--- config.mk ---
export PLATFORM = sky130hd
export DESIGN_NAME = cs_timing
export DESIGN_NICKNAME = d
export VERILOG_FILES = /design/src/logic/cs_timing_pkg.sv /design/src/logic/wait_count_if.sv /design/src/logic/wait_counter.sv /design/src/logic/cs_timing.sv
export VERILOG_INCLUDE_DIRS = /design/src /design/src/logic
export SDC_FILE = /design/constraint.sdc
export NUM_CORES = 1
export LEC_CHECK = 0
export ABC_AREA = 1
export BUFFER_PORTS_ARGS = -buffer_cell sky130_fd_sc_hd__buf_4
export CAP_MARGIN = 20
export CORE_AREA = 2 2 104 106
export DETAILED_ROUTE_END_ITERATION = 16
export DIE_AREA = 0 0 106 108
export PLACE_DENSITY = 0.69
export SKIP_LAST_GASP = 1
export SYNTH_ARGS = -nofsm -noshare
export SYNTH_HDL_FRONTEND = slang
export SYNTH_SLANG_ARGS = --single-unit
--- constraint.sdc ---
create_clock -name clk_in -period 3 [get_ports clk_in]
set_clock_uncertainty 0.05 [all_clocks]
set_input_delay 0.45 -clock clk_in [delete_from_list [all_inputs] [get_ports clk_in]]
set_output_delay 0.45 -clock clk_in [all_outputs]
set_load 0.005 [all_outputs]
--- src/logic/cs_timing_defs.svh ---
`ifndef CS_TIMING_DEFS_SVH
`define CS_TIMING_DEFS_SVH

// Acknowledge-timing field encodings
`define ACK_FIELD_W      4
`define ACK_FIELD_FAST   4'he
`define ACK_FIELD_EXT    4'hf

// Byte-select field encodings
`define BYTE_SEL_OFF     2'h0
`define BYTE_SEL_ADDR0   2'h1
`define BYTE_SEL_ADDR1   2'h2
`define BYTE_SEL_BOTH    2'h3

// Byte count codes
`define SIZE_LONG        2'h0
`define SIZE_BYTE        2'h1
`define SIZE_WORD        2'h2
`define SIZE_THREE       2'h3

// Output reset values
`define CS_N_RESET       1'b1
`define ACK_RESET        1'b0

`endif

--- src/logic/cs_timing_pkg.sv ---
package cs_timing_pkg;

    // Cycle sequencer states
    typedef enum logic [2:0] {
        ST_IDLE      = 3'b000,
        ST_WAIT      = 3'b001,
        ST_EXT       = 3'b010,
        ST_HOLD      = 3'b011,
        ST_E_CLOCK_OUT_PEND = 3'b100,
        ST_E_CLOCK_OUT_RUN  = 3'b101
    } cycle_state_e;

    typedef logic [3:0] ack_field_t;

endpackage

--- src/logic/wait_count_if.sv ---
`timescale 1ns/1ps
`default_nettype none

// Link between sequencer and shared wait-state counter
interface wait_count_if #(parameter int WIDTH = 4);
    logic             load;
    logic [WIDTH-1:0] value;
    logic             dec;
    logic             zero;

    modport ctrl (output load, output value, output dec, input zero);
    modport cnt  (input load, input value, input dec, output zero);
endinterface

`default_nettype wire

--- src/logic/wait_counter.sv ---
`timescale 1ns/1ps
`default_nettype none

module wait_counter #(
    parameter int WIDTH = 4
) (
    input  wire logic   clk_in,
    input  wire logic   rst_in,
    wait_count_if.cnt   ws
);

    logic [WIDTH-1:0] count_reg;
    logic [WIDTH-1:0] count_next;

    // Load wins over decrement; holds at zero
    always_comb begin
        count_next = count_reg;
        if (ws.load) begin
            count_next = ws.value;
        end else if (ws.dec && count_reg != '0) begin
            count_next = count_reg - 1'b1;
        end
    end

    always_ff @(posedge clk_in or posedge rst_in) begin
        if (rst_in) begin
            count_reg <= '0;
        end else begin
            count_reg <= count_next;
        end
    end

    // Expiry flag
    assign ws.zero = (count_reg == '0);

endmodule

`default_nettype wire

--- src/logic/cs_timing.sv ---
`timescale 1ns/1ps
`default_nettype none
`include "cs_timing_defs.svh"

module cs_timing
    import cs_timing_pkg::*;
#(
    parameter int CHANNELS = 12
) (
    input  wire logic                  clk_in,
    input  wire logic                  rst_in,
    input  wire logic [CHANNELS-1:0]   match_in,
    input  wire logic [CHANNELS-1:0]   mode_e_clock_out_in,
    input  wire logic [CHANNELS-1:0]   strobe_select_in,
    input  wire logic [CHANNELS*4-1:0] ack_timing_in,
    input  wire logic [CHANNELS-1:0]   autovector_en_in,
    input  wire logic [CHANNELS-1:0]   port16_in,
    input  wire logic [CHANNELS*2-1:0] byte_select_in,
    input  wire logic                  address_strobe_in,
    input  wire logic                  data_strobe_in,
    input  wire logic                  addr0_in,
    input  wire logic [1:0]            byte_count_code_in,
    input  wire logic                  iack_cycle_in,
    input  wire logic                  e_clock_out_ready_in,
    input  wire logic                  e_clock_out_done_in,
    input  wire logic                  next_part_in,
    input  wire logic                  ext_ack_word_n_in,
    input  wire logic                  ext_ack_byte_n_in,
    output logic [CHANNELS-1:0]        cs_n_out,
    output logic                       ack_word_port_out,
    output logic                       ack_byte_port_out,
    output logic                       autovector_request_out,
    output logic                       e_clock_out_pending_out,
    output logic                       cycle_end_out,
    output logic                       fast_cycle_out,
    output logic                       lane_upper_out,
    output logic                       lane_lower_out
);

    localparam int IDX_W = (CHANNELS > 1) ? $clog2(CHANNELS) : 1;

    // Elaboration check on channel count
    if (CHANNELS < 1 || CHANNELS > 16) begin : g_bad_channels
        $error("cs_timing: CHANNELS must be 1 to 16");
    end

    // External acknowledge pins, two-stage synchronisers
    logic [1:0] ack_meta_reg;
    logic [1:0] ack_sync_reg;
    logic       ext_ack;

    always_ff @(posedge clk_in or posedge rst_in) begin
        if (rst_in) begin
            ack_meta_reg <= 2'h3;
            ack_sync_reg <= 2'h3;
        end else begin
            ack_meta_reg <= {ext_ack_word_n_in, ext_ack_byte_n_in};
            ack_sync_reg <= ack_meta_reg;
        end
    end

    assign ext_ack = ~(&ack_sync_reg);

    // Byte-select gating of each channel's match
    logic [CHANNELS-1:0] hit;

    always_comb begin
        logic [1:0] bsel;
        bsel = 2'h0;
        hit  = '0;
        for (int i = 0; i < CHANNELS; i++) begin
            bsel = byte_select_in[i*2 +: 2];
            if (bsel == `BYTE_SEL_OFF) begin
                hit[i] = 1'b0;
            end else if (!port16_in[i]) begin
                hit[i] = match_in[i];
            end else begin
                case (bsel)
                    `BYTE_SEL_ADDR0: hit[i] = match_in[i] && !addr0_in;
                    `BYTE_SEL_ADDR1: hit[i] = match_in[i] && addr0_in;
                    default:         hit[i] = match_in[i];
                endcase
            end
        end
    end

    // Lowest-numbered hit takes the shared counter
    logic [IDX_W-1:0] hit_idx;
    logic             any_hit;

    always_comb begin
        hit_idx = '0;
        any_hit = 1'b0;
        for (int i = CHANNELS - 1; i >= 0; i--) begin
            if (hit[i]) begin
                hit_idx = IDX_W'(i);
                any_hit = 1'b1;
            end
        end
    end

    // Settings of the hitting channel
    ack_field_t hit_field;
    logic       hit_fast;
    logic       hit_ext;

    assign hit_field = ack_timing_in[hit_idx*4 +: 4];
    assign hit_ext   = (hit_field == `ACK_FIELD_EXT)
                       && !autovector_en_in[hit_idx];
    assign hit_fast  = (hit_field == `ACK_FIELD_FAST)
                       || autovector_en_in[hit_idx];

    // Shared wait-state counter
    wait_count_if #(.WIDTH(`ACK_FIELD_W)) ws ();

    wait_counter #(.WIDTH(`ACK_FIELD_W)) u_wait_counter (
        .clk_in (clk_in),
        .rst_in (rst_in),
        .ws     (ws)
    );

    // Sequencer registers
    cycle_state_e        state_reg;
    cycle_state_e        state_next;
    logic [IDX_W-1:0]    sel_reg;
    logic [IDX_W-1:0]    sel_next;
    logic [CHANNELS-1:0] cs_n_reg;
    logic [CHANNELS-1:0] cs_n_next;
    logic                ack_word_reg;
    logic                ack_word_next;
    logic                ack_byte_reg;
    logic                ack_byte_next;
    logic                autovector_request_reg;
    logic                autovector_request_next;
    logic                pend_reg;
    logic                pend_next;
    logic                end_reg;
    logic                end_next;
    logic                fast_reg;
    logic                fast_next;
    logic                upper_reg;
    logic                upper_next;
    logic                lower_reg;
    logic                lower_next;

    // Next-state and output decode
    always_comb begin
        logic             give_ack;
        logic             sel_on;
        logic [IDX_W-1:0] idx;
        state_next    = state_reg;
        sel_next      = sel_reg;
        ack_word_next = ack_word_reg;
        ack_byte_next = ack_byte_reg;
        autovector_request_next     = autovector_request_reg;
        pend_next     = 1'b0;
        end_next      = 1'b0;
        fast_next     = fast_reg;
        give_ack      = 1'b0;
        sel_on        = 1'b0;
        idx           = sel_reg;
        ws.load       = 1'b0;
        ws.value      = hit_field;
        ws.dec        = 1'b0;

        case (state_reg)
            ST_IDLE: begin
                idx = hit_idx;
                if (address_strobe_in && any_hit) begin
                    sel_next = hit_idx;
                    if (mode_e_clock_out_in[hit_idx]) begin
                        // Field ignored, request E-clock slot
                        pend_next  = 1'b1;
                        state_next = ST_E_CLOCK_OUT_PEND;
                    end else if (hit_fast) begin
                        // Ack in S1 clock, S2/S3 dropped
                        give_ack   = 1'b1;
                        fast_next  = 1'b1;
                        sel_on     = 1'b1;
                        state_next = ST_HOLD;
                    end else if (hit_ext) begin
                        sel_on     = 1'b1;
                        state_next = ST_EXT;
                    end else begin
                        ws.load    = 1'b1;
                        sel_on     = 1'b1;
                        state_next = ST_WAIT;
                    end
                end
            end
            ST_WAIT: begin
                sel_on = 1'b1;
                if (ext_ack) begin
                    // External acknowledge cuts the wait short
                    end_next   = 1'b1;
                    state_next = ST_HOLD;
                end else if (ws.zero) begin
                    give_ack   = 1'b1;
                    state_next = ST_HOLD;
                end else begin
                    ws.dec = 1'b1;
                end
            end
            ST_EXT: begin
                // No time-out: only the device ends it
                sel_on = 1'b1;
                if (ext_ack) begin
                    end_next   = 1'b1;
                    state_next = ST_HOLD;
                end
            end
            ST_HOLD: begin
                sel_on = 1'b1;
                if (!address_strobe_in && !data_strobe_in) begin
                    // Strobes negated in S5
                    ack_word_next = 1'b0;
                    ack_byte_next = 1'b0;
                    autovector_request_next     = 1'b0;
                    fast_next     = 1'b0;
                    sel_on        = 1'b0;
                    state_next    = ST_IDLE;
                end
            end
            ST_E_CLOCK_OUT_PEND: begin
                pend_next = 1'b1;
                if (e_clock_out_ready_in) begin
                    pend_next  = 1'b0;
                    state_next = ST_E_CLOCK_OUT_RUN;
                end
            end
            ST_E_CLOCK_OUT_RUN: begin
                if (e_clock_out_done_in) begin
                    end_next = 1'b1;
                    // Further parts continue without a new slot
                    if (!next_part_in) begin
                        state_next = ST_IDLE;
                    end
                end
            end
            default: begin
                state_next = ST_IDLE;
            end
        endcase

        // Internal acknowledge by port size or autovector
        if (give_ack) begin
            end_next = 1'b1;
            if (autovector_en_in[idx] && iack_cycle_in) begin
                autovector_request_next = 1'b1;
            end else if (port16_in[idx]) begin
                ack_word_next = 1'b1;
            end else begin
                ack_byte_next = 1'b1;
            end
        end

        // Select asserted with the chosen strobe, or from E-clock ready regardless of strobe, active low
        cs_n_next = {CHANNELS{`CS_N_RESET}};
        // Last part releases the select together with its end pulse
        if ((state_reg == ST_E_CLOCK_OUT_RUN && !(e_clock_out_done_in && !next_part_in))
            || (state_reg == ST_E_CLOCK_OUT_PEND && e_clock_out_ready_in)) begin
            cs_n_next[sel_reg] = 1'b0;
        end else if (sel_on) begin
            if (strobe_select_in[idx] ? data_strobe_in
                                      : address_strobe_in) begin
                cs_n_next[idx] = 1'b0;
            end
        end
    end

    // Byte lane decode from byte count and address bit 0
    always_comb begin
        upper_next = 1'b0;
        lower_next = 1'b0;
        if (address_strobe_in) begin
            case (byte_count_code_in)
                `SIZE_BYTE: begin
                    upper_next = !addr0_in;
                    lower_next = addr0_in;
                end
                default: begin
                    upper_next = !addr0_in;
                    lower_next = 1'b1;
                end
            endcase
        end
    end

    // Register stage for state and all outputs
    always_ff @(posedge clk_in or posedge rst_in) begin
        if (rst_in) begin
            state_reg    <= ST_IDLE;
            sel_reg      <= '0;
            cs_n_reg     <= {CHANNELS{`CS_N_RESET}};
            ack_word_reg <= `ACK_RESET;
            ack_byte_reg <= `ACK_RESET;
            autovector_request_reg     <= `ACK_RESET;
            pend_reg     <= 1'b0;
            end_reg      <= 1'b0;
            fast_reg     <= 1'b0;
            upper_reg    <= 1'b0;
            lower_reg    <= 1'b0;
        end else begin
            state_reg    <= state_next;
            sel_reg      <= sel_next;
            cs_n_reg     <= cs_n_next;
            ack_word_reg <= ack_word_next;
            ack_byte_reg <= ack_byte_next;
            autovector_request_reg     <= autovector_request_next;
            pend_reg     <= pend_next;
            end_reg      <= end_next;
            fast_reg     <= fast_next;
            upper_reg    <= upper_next;
            lower_reg    <= lower_next;
        end
    end

    assign cs_n_out               = cs_n_reg;
    assign ack_word_port_out      = ack_word_reg;
    assign ack_byte_port_out      = ack_byte_reg;
    assign autovector_request_out = autovector_request_reg;
    assign e_clock_out_pending_out       = pend_reg;
    assign cycle_end_out          = end_reg;
    assign fast_cycle_out         = fast_reg;
    assign lane_upper_out         = upper_reg;
    assign lane_lower_out         = lower_reg;

endmodule

`default_nettype wire

==> metrics.txt <==
TritonCTS clock tree built; clock buffer depth 2; Hold WC Path Type in2async; CP max-delay cell a21boi_4; Critical Path End Type register; Startpoint Class input pin; peak supply drop 0.359 mV; Avg Cell Area, Syn 6.30 um2; Post-synth EDFFs 0; max cap viols 0; WL final 13300 um; Port-buffer cells 164; routed vias 4991; most frequent cells in the layout buf_4 (208), nand2_1 (169), inv_1 (93), nand3_1 (78), nor2_1 (36); Synth Flop Type dfrtp_1; Hold Slack 70.6 ps; Max Slew Vio Count 0; Worst EP required 3170 ps; Die Span Y 108 um; synth warn 0; CTS sink cnt 35; WP data arrival 3150 ps; placed cell count 997; number of diodes 0; antenna violations before repair 0; cells after synthesis 662; Highest Clock Rate 0.336 GHz; unique cell type count in the Yosys netlist 47; TritonRoute pass-1 iters 5; Cell Count, Final, Fillers Out 1017; post-layout min period 2980 ps; total power 4.27 mW; area of placed instances 0.00590 mm2; Crit Path Max Fanout 8; cell mode on critical path nand2_1; Rel. slew slack 0.697; clk slew on worst S/H paths 70 ps; # DRC 0; crit share post-route 0.993; Syn Nets 832; placeable core area 0.0102 mm2; Final nets 1050; Yosys reg bits 35; status finished clean; DR iter-0 viols 197; Worst Setup Path Type in2reg; number of global-route vias before repair 4772; # rows 37; Area Growth Syn to Fin 56.8%; crit path from byte_select_in[23]; Clock Latency Late Sink 300 ps; fill count 909; I/O pin count 165; design area 0.00654 mm2; Post-DRT Antenna Nets 0; drt wl/cell 13.1 um; final hold violation count 0; power per cell area 653 mW/mm2; DIE AREA 0.0114 mm2; Largest register FFs 12; Leakage 3.45 nW; first-pass GRT wire length 21200 um; Post-DP HPWL 10600 um; post-synth top area share 0.168; CP max stage delay 210 ps; Final Util 0.639; Tot GR Track Use 0.224; Area contributors post-synth nand2_1 (17%), dfrtp_1 (11%), nand3_1 (11%); R2R setup slack 380 ps; Fin Setup TNS 0 ps; Hold Buf Count CTS 0; Die W 106 um; Post-synth ARST share 1.00; grt ovf 0; gpl congestion 0.898; Final Setup Violations 0; RSZ-0062 raised after global routing true; H-tree depth 2; CTS Buf Count 5; clock root buffer clkbuf_8; Initial Util 0.408; Seq/Total Area, Yosys 0.215; worst-margin pin slew 455 ps; most common cell after layout, fill and taps aside buf_4; vias per inst 4.91; share of cells above drive strength 1 0.427; Worst Setup Slack, final 21.8 ps; Critical R2R Launch state_reg[1]; Synth area leader nand2_1; Place WS -299 ps; largest net degree at the start of global routing 31; synthesized cell area 0.00417 mm2
-- metal layers --
| metal | global-route usage | share of wire |
|---|---|---|
| met2 | 0.392 | 0.49 |
| met3 | 0.0332 | 0.049 |
| met1 | 0.289 | 0.44 |
| met4 | 0.0573 | 0.015 |
| met5 | 0 | 0 |
-- area by class of cell --
class,count,area (um2),share of cell area
Clock inverter,2,35.0,0.00535
Inverter,109,424,0.0648
Clock buffer,6,82.6,0.0126
Multi-Input combinational cell,499,3020,0.461
Timing Repair Buffer,230,1920,0.293
Sequential cell,35,896,0.137
Tap cell,136,170,0.0260
-- critical path: cells and delay by family --
family                     cells  cell delay (ps)
adders and majority gates      1              190
buffers and inverters          5              600
and+or+nand+nor               21             1490
AOI/OAI and AO/OA              3              420
-- report_power, final --
group	switching [mW]	internal [mW]	total [mW]	leakage [nW]
sequential	0.111	0.633	0.744	0.408
combinational	1.75	1.34	3.09	2.98
clock	0.171	0.269	0.439	0.0612
total	2.03	2.24	4.27	3.45
-- Yosys cell counts (6+ instances only) --
| cell | instances |
|---|---|
| nand2_4 | 6 |
| ha_1 | 25 |
| inv_2 | 10 |
| xor2_1 | 7 |
| inv_1 | 99 |
| o21ai_0 | 10 |
| o21ai_1 | 6 |
| nor2_2 | 29 |
| o211ai_1 | 12 |
| buf_2 | 8 |
| nor4_1 | 6 |
| nand3_1 | 88 |
| nor2_1 | 47 |
| nand4_1 | 11 |
| nand3b_1 | 11 |
| dfrtp_1 | 19 |
| a21oi_1 | 7 |
| dfstp_2 | 16 |
| nand2_1 | 187 |
-- cells by family after synthesis --
| logic type | after synthesis | synth area share |
|---|---|---|
| xor+xnor | 7 | 0.0147 |
| buf+inv | 129 | 0.134 |
| compound gates | 59 | 0.101 |
| flops | 35 | 0.215 |
| fa+ha+maj | 25 | 0.0750 |
| simple gates | 407 | 0.461 |
-- timing repair --
action                                  in CTS  in global routing
gates cloned                                 0                  3
resized for setup                            1                 94
pin swaps                                    1                 51
buffers inserted                             0                  9
endpoints found under the setup margin       2                 23
-- worst paths after layout --
kind | end | cells after the start
min in group clk_in | ack_meta_reg[1] | 1
max reg2reg | ack_word_port_out | 17
max in group asynchronous | ack_meta_reg[1] | 4
min reg2reg | ack_sync_reg[0] | 0
min | sel_reg[3] | 2
max | cs_n_out[8] | 30
Power figures use the tool's default switching activity.
